### src/core/prot_seq_pkg.sv
// constants for the pwm protection and gating sequencer
// assumes a 40 mhz system clock; counts derive from printed times except sample delay and startup blanking
package prot_seq_pkg;
   localparam int CLK_HZ = 40000000;
   localparam int BROWN_IN_QUALIFY_TIME_US = 100;
   localparam int BROWN_OUT_QUALIFY_TIME_MS = 50;
   localparam int CTRL_LOW_TIME_MS = 32;
   localparam int CS_SAMPLE_DELAY_US = 4;
   localparam int LEB_TIME_NS = 250;
   localparam int CTRL_LEAD_TIME_NS = 100;
   localparam int FAULT_CYCLES = 7;
   // least times round up to whole cycles
   localparam int BROWN_IN_CYC = (BROWN_IN_QUALIFY_TIME_US * (CLK_HZ / 1000000));
   localparam int BROWN_OUT_CYC = (BROWN_OUT_QUALIFY_TIME_MS * (CLK_HZ / 1000));
   localparam int CTRL_LOW_CYC = (CTRL_LOW_TIME_MS * (CLK_HZ / 1000));
   localparam int CS_SAMPLE_CYC = (CS_SAMPLE_DELAY_US * (CLK_HZ / 1000000));
   localparam int LEB_CYC = ((LEB_TIME_NS * (CLK_HZ / 1000000)) + 999) / 1000;
   localparam int CTRL_LEAD_CYC = ((CTRL_LEAD_TIME_NS * (CLK_HZ / 1000000)) + 999) / 1000;
   localparam int SAMPLE_DELAY_CYC = 40;
   localparam int STARTUP_UNDERVOLT_BLANK_CYC = 400000;
   typedef enum logic [3:0] {
      ST_WAIT = 4'h1,
      ST_RUN = 4'h2,
      ST_BROWN = 4'h4,
      ST_FAULT = 4'h8
   } seq_state_t;
endpackage

### src/core/cycle_debounce.sv
// consecutive-cycle fault counter; one strobe per switching cycle
// assumes strobe and level are on clk_i
`timescale 1ns/1ps
`default_nettype none
module cycle_debounce #(
   parameter int COUNT = 7
) (
   input wire logic clk_i,
   input wire logic rst_i,
   input wire logic strobe_i,
   input wire logic level_i,
   output logic trip_o
);
   logic [3:0] cnt;
   wire [3:0] next_cnt = level_i ? ((cnt == 4'(COUNT)) ? cnt : cnt + 4'h1) : 4'h0;
   always_ff @(posedge clk_i or posedge rst_i) begin
      if (rst_i) begin
         cnt <= 4'h0;
      end else if (strobe_i) begin
         cnt <= next_cnt;
      end
   end
   assign trip_o = (cnt == 4'(COUNT));
endmodule
`default_nettype wire

### src/core/pwm_fault_protection_sequencer.sv
// protection and gating sequencer of an offline current-mode pwm controller
// assumes comparator inputs are asynchronous and rst_i is supply undervoltage lockout
// Functional notes
// - gate enables after line above brown-in 100us and supply at start threshold
// - line below brown-out 50ms turns gate off until brown-in requalifies
// - output sense sampled after gate fall; 7 cycles over/under trips shutdown
// - output under-voltage ignored during startup blanking interval
// - external pin sampled after gate fall; 7 cycles above high trips fault
// - external pin source current on only while the switch is on
// - low-side external pin sampled in the last clock before gate fall
// - external pin below low threshold continuously 32ms trips fault
// - any fault stops gate and latches until undervoltage lockout
// - line over-voltage for 7 switching cycles trips shutdown
// - current sense at fast threshold for 7 cycles trips shutdown
// - current sense sampled 4us after rise; low 7 cycles trips shutdown
// - internal over-temperature with hysteresis stops drive independently
// - no pwm pulses while feedback level below 1.2v
// - supply at maintain threshold enables high charging current
// - 250ns after turn-on comparators masked and turn-off blocked
// - after fault, high charging off until lockout; charge_fault_o tied low
`timescale 1ns/1ps
`default_nettype none
module pwm_fault_protection_sequencer
   import prot_seq_pkg::*;
#(
   parameter int BROWN_OUT_COUNT = BROWN_OUT_CYC,
   parameter int CTRL_LOW_COUNT = CTRL_LOW_CYC,
   parameter int UV_BLANK_COUNT = STARTUP_UNDERVOLT_BLANK_CYC,
   parameter int SAMPLE_DELAY = SAMPLE_DELAY_CYC
) (
   input wire logic clk_i,
   input wire logic rst_i,
   input wire logic pwm_on_i,
   input wire logic pwm_off_i,
   input wire logic line_brown_in_i,
   input wire logic line_brown_out_i,
   input wire logic line_ovp_i,
   input wire logic supply_start_i,
   input wire logic supply_maintain_i,
   input wire logic out_ovp_i,
   input wire logic out_uvp_i,
   input wire logic ctrl_high_i,
   input wire logic ctrl_low_i,
   input wire logic cs_fast_oc_i,
   input wire logic cs_short_i,
   input wire logic otp_trip_i,
   input wire logic otp_release_i,
   input wire logic feedback_low_i,
   output logic gate_o,
   output logic ctrl_source_o,
   output logic charge_high_o,
   output logic charge_fault_o,
   output logic cmp_mask_o,
   output logic fault_o,
   output logic [6:0] fault_cause_o
);
   // two-flop synchronisers for every analog comparator
   localparam int NSYNC = 16;
   wire [NSYNC-1:0] raw = {pwm_on_i, pwm_off_i, line_brown_in_i, line_brown_out_i,
      line_ovp_i, supply_start_i, supply_maintain_i, out_ovp_i, out_uvp_i, ctrl_high_i,
      ctrl_low_i, cs_fast_oc_i, cs_short_i, otp_trip_i, otp_release_i, feedback_low_i};
   logic [NSYNC-1:0] meta;
   logic [NSYNC-1:0] sync;
   always_ff @(posedge clk_i or posedge rst_i) begin
      if (rst_i) begin
         meta <= '0;
         sync <= '0;
      end else begin
         meta <= raw;
         sync <= meta;
      end
   end
   wire s_on = sync[15];
   wire s_off = sync[14];
   wire s_bin = sync[13];
   wire s_bout = sync[12];
   wire s_line_ov = sync[11];
   wire s_start = sync[10];
   wire s_maint = sync[9];
   wire s_oovp = sync[8];
   wire s_ouvp = sync[7];
   wire s_ch = sync[6];
   wire s_cl = sync[5];
   wire s_fast_oc = sync[4];
   wire s_short = sync[3];
   wire s_otp = sync[2];
   wire s_otp_rel = sync[1];
   wire s_fbl = sync[0];

   seq_state_t state;
   seq_state_t next_state;
   logic [21:0] line_cnt;
   logic [21:0] ctrl_low_cnt;
   logic [18:0] blank_cnt;
   logic [7:0] on_cnt;
   logic [7:0] off_cnt;
   logic [7:0] leb_cnt;
   logic ot_hot;
   logic [6:0] cause;

   wire running = (state == ST_RUN);
   wire leb_active = gate_o && (leb_cnt != 8'(LEB_CYC));
   wire brown_in_ok = s_bin && (line_cnt >= 22'(BROWN_IN_CYC));
   wire brown_out_hit = s_bout && (line_cnt >= 22'(BROWN_OUT_COUNT));
   wire next_gate = running && !ot_hot && !s_fbl && (s_on || gate_o) &&
      !(s_off && !leb_active);
   wire gate_rise = next_gate && !gate_o;
   wire gate_fall = gate_o && !next_gate;

   // cycle strobes derived from the gate edges
   wire fall_strobe = !gate_o && (off_cnt == 8'(SAMPLE_DELAY));
   wire cs_strobe = gate_o && (on_cnt == 8'(CS_SAMPLE_CYC));
   wire ctrl_lo_sample = gate_o && s_off && !leb_active;
   wire cycle_strobe = gate_rise;

   wire trip_ovp;
   wire trip_uvp;
   wire trip_ch;
   wire trip_line_ov;
   wire trip_fast_oc;
   wire trip_short;
   wire blanking = (blank_cnt != 19'(UV_BLANK_COUNT));
   cycle_debounce #(.COUNT(FAULT_CYCLES)) u_ovp (.clk_i(clk_i), .rst_i(rst_i),
      .strobe_i(fall_strobe), .level_i(s_oovp), .trip_o(trip_ovp));
   cycle_debounce #(.COUNT(FAULT_CYCLES)) u_uvp (.clk_i(clk_i), .rst_i(rst_i),
      .strobe_i(fall_strobe), .level_i(s_ouvp && !blanking), .trip_o(trip_uvp));
   cycle_debounce #(.COUNT(FAULT_CYCLES)) u_ch (.clk_i(clk_i), .rst_i(rst_i),
      .strobe_i(fall_strobe), .level_i(s_ch), .trip_o(trip_ch));
   cycle_debounce #(.COUNT(FAULT_CYCLES)) u_line_ov (.clk_i(clk_i), .rst_i(rst_i),
      .strobe_i(cycle_strobe), .level_i(s_line_ov), .trip_o(trip_line_ov));
   cycle_debounce #(.COUNT(FAULT_CYCLES)) u_fast_oc (.clk_i(clk_i), .rst_i(rst_i),
      .strobe_i(cycle_strobe), .level_i(s_fast_oc && !leb_active), .trip_o(trip_fast_oc));
   cycle_debounce #(.COUNT(FAULT_CYCLES)) u_scp (.clk_i(clk_i), .rst_i(rst_i),
      .strobe_i(cs_strobe), .level_i(s_short), .trip_o(trip_short));

   logic ctrl_low_state;
   wire trip_cl = (ctrl_low_cnt >= 22'(CTRL_LOW_COUNT));
   wire [6:0] trips = {trip_ovp, trip_uvp, trip_ch, trip_cl, trip_line_ov, trip_fast_oc,
      trip_short};
   wire any_trip = |trips;

   always_comb begin
      next_state = state;
      unique case (state)
         ST_WAIT: if (brown_in_ok && s_start) next_state = ST_RUN;
         ST_RUN: begin
            if (any_trip) next_state = ST_FAULT;
            else if (brown_out_hit) next_state = ST_BROWN;
         end
         ST_BROWN: if (brown_in_ok) next_state = ST_RUN;
         ST_FAULT: next_state = ST_FAULT;
         default: next_state = ST_FAULT;
      endcase
   end

   always_ff @(posedge clk_i or posedge rst_i) begin
      if (rst_i) begin
         state <= ST_WAIT;
         gate_o <= 1'b0;
         cause <= 7'h00;
      end else begin
         state <= next_state;
         gate_o <= next_gate && (next_state == ST_RUN);
         if (running) cause <= cause | trips;
      end
   end

   // line qualify timer restarts whenever the comparator of interest changes
   wire line_track = (state == ST_RUN) ? s_bout : s_bin;
   always_ff @(posedge clk_i or posedge rst_i) begin
      if (rst_i) begin
         line_cnt <= 22'h0;
      end else if (!line_track) begin
         line_cnt <= 22'h0;
      end else if (line_cnt != 22'h3fffff) begin
         line_cnt <= line_cnt + 22'h1;
      end
   end

   // edge timers for sampling and leading-edge blanking
   always_ff @(posedge clk_i or posedge rst_i) begin
      if (rst_i) begin
         on_cnt <= 8'h00;
         off_cnt <= 8'hff;
         leb_cnt <= 8'h00;
      end else begin
         on_cnt <= gate_rise ? 8'h00 : (on_cnt != 8'hff ? on_cnt + 8'h1 : on_cnt);
         off_cnt <= gate_fall ? 8'h00 : (off_cnt != 8'hff ? off_cnt + 8'h1 : off_cnt);
         leb_cnt <= gate_rise ? 8'h00 : (leb_active ? leb_cnt + 8'h1 : leb_cnt);
      end
   end

   // low-side external level held from the pre-fall sample
   always_ff @(posedge clk_i or posedge rst_i) begin
      if (rst_i) begin
         ctrl_low_state <= 1'b0;
         ctrl_low_cnt <= 22'h0;
      end else begin
         if (ctrl_lo_sample) ctrl_low_state <= s_cl;
         if (!ctrl_low_state || !running) ctrl_low_cnt <= 22'h0;
         else if (!trip_cl) ctrl_low_cnt <= ctrl_low_cnt + 22'h1;
      end
   end

   // startup blanking and thermal hysteresis
   always_ff @(posedge clk_i or posedge rst_i) begin
      if (rst_i) begin
         blank_cnt <= 19'h0;
         ot_hot <= 1'b0;
      end else begin
         if (running && blanking) blank_cnt <= blank_cnt + 19'h1;
         if (s_otp) ot_hot <= 1'b1;
         else if (s_otp_rel) ot_hot <= 1'b0;
      end
   end

   assign ctrl_source_o = gate_o;
   assign cmp_mask_o = leb_active;
   assign charge_high_o = (state != ST_FAULT) && (!s_start || (running && s_maint));
   assign charge_fault_o = 1'b0;
   assign fault_o = (state == ST_FAULT);
   assign fault_cause_o = cause;

   gate_latched_a: assert property (@(posedge clk_i) disable iff (rst_i)
      (state == ST_FAULT) |-> ##1 !gate_o) else $error("gate active in fault");
   fault_stays_a: assert property (@(posedge clk_i) disable iff (rst_i)
      fault_o |=> fault_o) else $error("fault latch released");
   leb_hold_a: assert property (@(posedge clk_i) disable iff (rst_i)
      $rose(gate_o) && state == ST_RUN && !ot_hot && !s_fbl && !any_trip && !brown_out_hit
      |=> gate_o)
      else $error("gate fell inside blanking");
   fb_stop_a: assert property (@(posedge clk_i) disable iff (rst_i)
      s_fbl |=> !gate_o) else $error("pulse while feedback low");
   source_on_a: assert property (@(posedge clk_i) disable iff (rst_i)
      ctrl_source_o == gate_o) else $error("source current mismatch");
   start_gate_a: assert property (@(posedge clk_i) disable iff (rst_i)
      $past(state) == ST_WAIT && state == ST_RUN |-> $past(s_start))
      else $error("run without start threshold");
   ovp_trip_a: assert property (@(posedge clk_i) disable iff (rst_i)
      running && trip_ovp |=> fault_o) else $error("ovp not latched");
   hot_stop_a: assert property (@(posedge clk_i) disable iff (rst_i)
      ot_hot |=> !gate_o) else $error("gate while hot");
   run_c: cover property (@(posedge clk_i) disable iff (rst_i) running && gate_o);
   fault_c: cover property (@(posedge clk_i) disable iff (rst_i) $rose(fault_o));
   brown_c: cover property (@(posedge clk_i) disable iff (rst_i) state == ST_BROWN);
endmodule
`default_nettype wire

### config.mk
export PLATFORM = sky130hd
export DESIGN_NAME = pwm_fault_protection_sequencer
export DESIGN_NICKNAME = d
export VERILOG_FILES = /design/src/core/prot_seq_pkg.sv /design/src/core/cycle_debounce.sv /design/src/core/pwm_fault_protection_sequencer.sv
export SDC_FILE = /design/constraint.sdc
export NUM_CORES = 1
export LEC_CHECK = 0
export BUFFER_PORTS_ARGS = -buffer_cell sky130_fd_sc_hd__buf_4
export CAP_MARGIN = 15
export CORE_MARGIN = 2
export CORE_UTILIZATION = 62
export DETAILED_ROUTE_END_ITERATION = 7
export PLACE_DENSITY_LB_ADDON = 0.3
export SLEW_MARGIN = 15
export SYNTH_ARGS = -nofsm -noshare
export SYNTH_HDL_FRONTEND = slang
export SYNTH_SLANG_ARGS = --single-unit
export TNS_END_PERCENT = 50
### constraint.sdc
create_clock -name clk_i -period 6.1 [get_ports clk_i]
set_clock_uncertainty 0.05 [all_clocks]
set_input_delay 0.915 -clock clk_i [delete_from_list [all_inputs] [get_ports clk_i]]
set_output_delay 0.915 -clock clk_i [all_outputs]
set_load 0.02 [all_outputs]
Word level (Yosys, flattened, before mapping)
Cells that the tools add are included.
{"block": "word_totals", "memories": 0, "regBits": 157, "ram_bits": 0, "in_bits": 18, "word_cells": 137, "mem_bits_ro": 0, "out_inout_bits": 13, "latch_bits": 0}
{"block": "op_classes", "n_shift": 0, "bitwise_logic": 1, "n_reduce_logical": 45, "eq_ne": 27, "muxes": 30, "div_mod_pow": 0, "n_mul": 0, "magnitude_cmp": 3, "addsub": 12}
{"op": "2-to-1 mux 22 bit", "n": 4}
{"op": "2-to-1 mux 4 bit", "n": 16}
{"op": "2-to-1 mux 8 bit", "n": 6}
{"op": "adder 22 x 1 -> 22 bit, second input constant", "n": 2}
{"op": "greater-or-equal comparator 22 x 21 -> 1 bit, second input constant", "n": 2}
{"op": "equality test 4 x 3 -> 1 bit, second input constant", "n": 7}
{"op": "adder 4 x 1 -> 4 bit, second input constant", "n": 6}
{"op": "adder 8 x 1 -> 8 bit, second input constant", "n": 3}
{"op": "greater-or-equal comparator 22 x 12 -> 1 bit, second input constant", "n": 1}
{"op": "!= test 22 bit, second input constant", "n": 1}
{"op": "logical AND 1 bit", "n": 21}
{"op": "adder 19 x 1 -> 19 bit, second input constant", "n": 1}
{"op": "!= test 19 bit, second input constant", "n": 1}
{"op": "!= test 8 bit, second input constant", "n": 2}
{"op": "!= test 2 bit, second input constant", "n": 6}
{"op": "one-hot mux 4 bit (3 select lines)", "n": 1}
{"op": "AND reduction 2 bit", "n": 6}
{"op": "zero test 1 bit", "n": 10}
{"op": "equality test 4 x 2 -> 1 bit, second input constant", "n": 2}
{"op": "equality test 8 x 6 -> 1 bit, second input constant", "n": 1}
{"op": "equality test 8 bit, second input constant", "n": 1}
{"op": "!= test 8 x 4 -> 1 bit, second input constant", "n": 1}
{"op": "nonzero test 2 bit", "n": 4}
{"op": "bitwise OR 7 bit", "n": 1}
{"op": "7 further kinds", "n": 12}

Longest topological paths before layout
{"block": "depth", "word_depth": 9, "mapped_depth": 8, "depth_no_buf": 8}

Cells and area by module
From an unflattened synthesis, not the netlist that was laid out.
{"block": "unflattened", "hier_cells": 703, "area_unflattened_um2": 7459.7}
{"mod": "pwm_fault_protection_sequencer", "cells_per_inst": 571, "area_each_um2": 6085.8, "n_inst": 1, "seq_area_each_um2": 3339.5}
{"mod": "cycle_debounce", "cells_per_inst": 22, "area_each_um2": 229.0, "n_inst": 6, "seq_area_each_um2": 100.1}

Worst setup path after synthesis
Ideal clock, no wire load.
{"block": "synth_timing", "path_type": "register -> output", "startpoint": "reg state[3]", "endpoint": "out charge_high_o", "n_path_buf": 2, "t_arrival_ns": 1.624, "path_stages_with_launch": 6, "required_ns": 5.135, "path_slack_ns": 3.511, "cell_sequence": "dfrtp_1 > nor4b_2 > buf_2 > buf_2 > nand2_1 > a21oi_1"}
{"block": "synth_between", "elab_chain_len": 4, "elab_cells_between_ends": 5, "cone_classes": "2 x eq/ne; 3 x reduce/logical"}
{"element": "start: declaration", "line_no": "pwm_fault_protection_sequencer.sv:90", "rtl": "seq_state_t state;"}
{"element": "start signal: assignment", "line_no": "pwm_fault_protection_sequencer.sv:162", "rtl": "state <= next_state;"}
{"element": "equality test 4 x 2 -> 1 bit", "line_no": "pwm_fault_protection_sequencer.sv:101", "rtl": "wire running = (state == ST_RUN);"}
{"element": "logical AND 1 bit", "line_no": "pwm_fault_protection_sequencer.sv:219", "rtl": "assign charge_high_o = (state != ST_FAULT) && (!s_start || (running && s_maint));"}
{"element": "logical OR 1 bit", "line_no": "pwm_fault_protection_sequencer.sv:219"}
{"element": "logical AND 1 bit *", "line_no": "pwm_fault_protection_sequencer.sv:219"}
{"element": "end: declaration", "line_no": "pwm_fault_protection_sequencer.sv:51", "rtl": "output logic charge_high_o,"}
Mark *: on every way between the ends. The rest lies on a longest branch, timed or not.

Final worst setup path
{"block": "layout_timing", "startpoint": "reg leb_cnt[0]", "endpoint": "out cmp_mask_o"}
{"block": "layout_between", "elab_chain_len": 2}
{"element": "start: declaration", "line_no": "pwm_fault_protection_sequencer.sv:97", "rtl": "logic [7:0] leb_cnt;"}
{"element": "start signal: assignment", "line_no": "pwm_fault_protection_sequencer.sv:189", "rtl": "leb_cnt <= gate_rise ? 8'h00 : (leb_active ? leb_cnt + 8'h1 : leb_cnt);"}
{"element": "!= test 8 x 4 -> 1 bit", "line_no": "pwm_fault_protection_sequencer.sv:102", "rtl": "wire leb_active = gate_o && (leb_cnt != 8'(LEB_CYC));"}
{"element": "logical AND 1 bit", "line_no": "pwm_fault_protection_sequencer.sv:102"}
{"element": "end: declaration", "line_no": "pwm_fault_protection_sequencer.sv:53", "rtl": "output logic cmp_mask_o,"}
Every way passes these cells.

==> flow_metrics.env <==
export IMPL_status="complete, no violations"
export IMPL_critPathTopFamily="simple AND/OR/NAND/NOR gates"
export IMPL_syn_cell_area_sq_um=7470
export IMPL_drive_gt1_share_pct=12.57
export IMPL_fin_area_sq_um=8383
export IMPL_grt_first_pass_wirelength_mm=25.77
export IMPL_ir_drop_v=0.0003134
export IMPL_vias=5561
export IMPL_max_slew_worst_pin_slew_ns=0.8881
export IMPL_drc=0
export IMPL_grt_max_degree=101
export IMPL_clock_fmax_mhz=308.9
export IMPL_synth_main_ff_cell="dfrtp_1"
export IMPL_yosys_warnings=0
export IMPL_drt_total_wl_mm=14.83
export IMPL_finalHoldViolCount=0
export IMPL_clkTransAtPathRegs_ns=0.06
export IMPL_final_util_pct=70.68
export IMPL_path_cells="inv_1, ha_1, or4b_4, o31ai_4, inv_2, buf_4"
export IMPL_gr_total_overflow=0
export IMPL_synth_cells=711
export IMPL_postPlaceCellArea_sq_um=7805
export IMPL_ant_nets=0
export IMPL_root_buffer="clkbuf_16"
export IMPL_syn_to_final_growth_pct=12.23
export IMPL_p_sw_share_pct=21.87
export IMPL_synthMuxAreaShare_pct=1.323
export IMPL_cp_start_kind="register"
export IMPL_cts_hold_buffers=0
export IMPL_cts_resized=0
export IMPL_rrSetupSlack_ns=3.23
export IMPL_rsz0062_at_grt="no"
export IMPL_syn_area_per_cell_sq_um=10.51
export IMPL_finalCritPeriodShare_pct=53.06
export IMPL_gp_congestion=0.8830
export IMPL_n_antenna_cell=0
export IMPL_p_seq_share_pct=50.4
export IMPL_dp_cells=871
export IMPL_p_sw_uw=462.1
export IMPL_synthDistinctLibCells=71
export IMPL_yosysSeqAreaShare_pct=52.75
export IMPL_synth_edf_count=0
export IMPL_firstDrtPassIters=5
export IMPL_synth_xor_area_share_pct=7.035
export IMPL_track_usage_pct=24.88
export IMPL_dieWidth_um=113.8
export IMPL_slew_headroom_pct=40.79
export IMPL_finalSetupTns_ns=0
export IMPL_synth_area_leaders="dfrtp_1 50%, xnor2_1 5.0%, nor2_1 4.3%, dfstp_2 3.2%, ha_1 3.0%"
export IMPL_die_h_um=113.8
export IMPL_finalMaxSlewViolations=0
export IMPL_numCtsBuffers=17
export IMPL_holdPathStages=0
export IMPL_io_pins=31
export IMPL_pwr_share_comb_pct=1.9
export IMPL_fp_row_count=40
export IMPL_p_int_uw=1651
export IMPL_power_density_nw_per_um2=252.0
export IMPL_min_period_ns=3.237
export IMPL_synthAdderAreaFrac_pct=3.015
export IMPL_cp_arrival_ns=2.27
export IMPL_syn_nets=747
export IMPL_grt_pass1_vias=5417
export IMPL_core_area_sq_um=11860
export IMPL_die_area_sq_um=12940
export IMPL_hpwlAfterDp_mm=9.838
export IMPL_cp_buffers_inverters=3
export IMPL_cp_slowest_cell="or4b_4"
export IMPL_fin_nets=779
export IMPL_min_path_type="reg -> reg"
export IMPL_ys_async_sr_fraction_pct=100.0
export IMPL_ys_ff_latch=157
export IMPL_required_ns=5.13
export IMPL_worstSetupPathType="reg -> out"
export IMPL_synth_top_family_by_area="simple AND/OR/NAND/NOR gates"
export IMPL_end_kind="output port"
export IMPL_drv_cap=0
export IMPL_crit_cells=6
export IMPL_reg2regPathDepth=5
export IMPL_cts_sinks=157
export IMPL_layout_common_cells="148 x dfrtp_1, 86 x nor2_1, 52 x nand2_1"
export IMPL_htree_num_levels=4
export IMPL_setup_viol=0
export IMPL_final_common_cell="dfrtp_1"
export IMPL_p_clk_share_pct=47.7
export IMPL_start_util_pct=62.97
export IMPL_fin_cells=903
export IMPL_clkLatencyLatePin_ns=0.43
export IMPL_synth_simple_area_share_pct=22.68
export IMPL_port_buffer_count=29
export IMPL_p_leak_uw=0.003637
export IMPL_n_fill_cell=836
export IMPL_antenna_found_initial=0
export IMPL_slowest_delay_ns=0.48
export IMPL_synth_top_cell_area_share_pct=49.58
export IMPL_worst_path_max_fanout=7
export IMPL_synth_top_cell_by_area="dfrtp_1"
export IMPL_avgRoutedWirePerCell_um=16.42
export IMPL_ctsLongestPathBuffers=2
export IMPL_post_cts_buffers=0
export IMPL_initialDrtViolationCount=387
export IMPL_synth_compound_area_share_pct=10.42
export IMPL_vias_per_cell=6.158
export IMPL_cts_tree="built"
[per-layer routing]
layer | track usage (%) | wire, um
met1 | 33.96 | 6605
met2 | 39.68 | 7321
met4 | 7.317 | 199
met3 | 6.642 | 698
met5 | 0 | 0
[per-stage QoR]
| stage | worst slack [ns] | hold slack, ns | power (uW) |
|---|---|---|---|
| after floorplan | 0.9150 | 0.2812 | 1106 |
| after global placement | 3.388 | 0.2843 | 1122 |
| after detailed placement | 3.311 | 0.2847 | 1125 |
| after CTS | 2.844 | 0.2985 | 2128 |
| after global routing | 2.761 | 0.3038 | 2187 |
| final | 2.863 | 0.2974 | 2113 |
[cell families (layout without fill, tap and decap cells)]
group           Yosys count  in the layout
other cells               1              1
compound gates          108            108
simple gates            311            311
mux                       9              9
buf+inv                  47             92
fa+ha+maj                18             18
xor+xnor                 60             60
flops                   157            157
[worst register-to-register path, cell delays in order (launching register included)]
cell and delay [ns]:
dfrtp_1 0.47, nor4b_4 0.72, buf_4 0.29, o2111a_1 0.70, nand2_1 0.21, o32ai_1 0.33
[final timing paths]
path	start	to
max in group asynchronous	rst_i	sync[7]$_DFF_PP0_
worst min register to register	meta[15]$_DFF_PP0_	sync[15]$_DFF_PP0_
worst max register to register	state[3]$_DFF_PP0_	u_fast_oc.cnt[1]$_DFFE_PP0P_
worst max-delay path	leb_cnt[0]$_DFFE_PP0P_	cmp_mask_o
min in group asynchronous	rst_i	meta[13]$_DFF_PP0_
worst min-delay path	meta[15]$_DFF_PP0_	sync[15]$_DFF_PP0_
[synth_stat cells (all sizes together) (3+ instances only)]
master	number
a211oi	5
a21o	3
a21oi	28
a22o	8
a31oi	8
and2	4
and3	22
and4	5
buf	12
clkbuf	6
dfrtp	148
dfstp	9
ha	18
inv	29
mux2	4
mux2i	5
nand2	52
nand2b	4
nand3	37
nand3b	6
nand4	29
nor2	86
nor3	19
nor4	15
nor4b	8
nor4bb	4
o2111ai	3
o211ai	3
o21ai	20
o21bai	7
o31ai	5
o32ai	3
or3	6
or4	4
xnor2	43
xor2	17
[layout make-up]
cell class	count	area, sq um	share of cell area [%]
clock buffers	20	456.7	5.448
clock inverters	12	112.6	1.343
inverters	29	113.9	1.358
multi-input cells	507	3343	39.88
flip-flops and latches	157	3940	47.00
well taps	147	183.9	2.194
repair buffers	31	232.7	2.776
[power by group through the flow]
stage | Sequential (uW) | Clock (uW) | Combinational (uW)
3_5_place_dp | 1080 | 0 | 41.1
2_1_floorplan | 1080 | 0 | 25.4
4_1_cts | 1060 | 1020 | 41.3
6_report | 1060 | 1010 | 39.4
3_3_place_gp | 1080 | 0 | 39.6
5_1_grt | 1070 | 1070 | 46.9
[flip-flops by register name, indices dropped and copies added (netlist names), 4 cells and up]
signal,flops
blank_cnt,19
ctrl_low_cnt,22
fault_cause_o,7
leb_cnt,8
line_cnt,22
meta,16
off_cnt,8
on_cnt,8
state,4
sync,16
u_ch.cnt,4
u_fast_oc.cnt,4
u_line_ov.cnt,4
u_ovp.cnt,4
u_scp.cnt,4
u_uvp.cnt,4
Note: power is estimated with default switching activity, not from simulation.
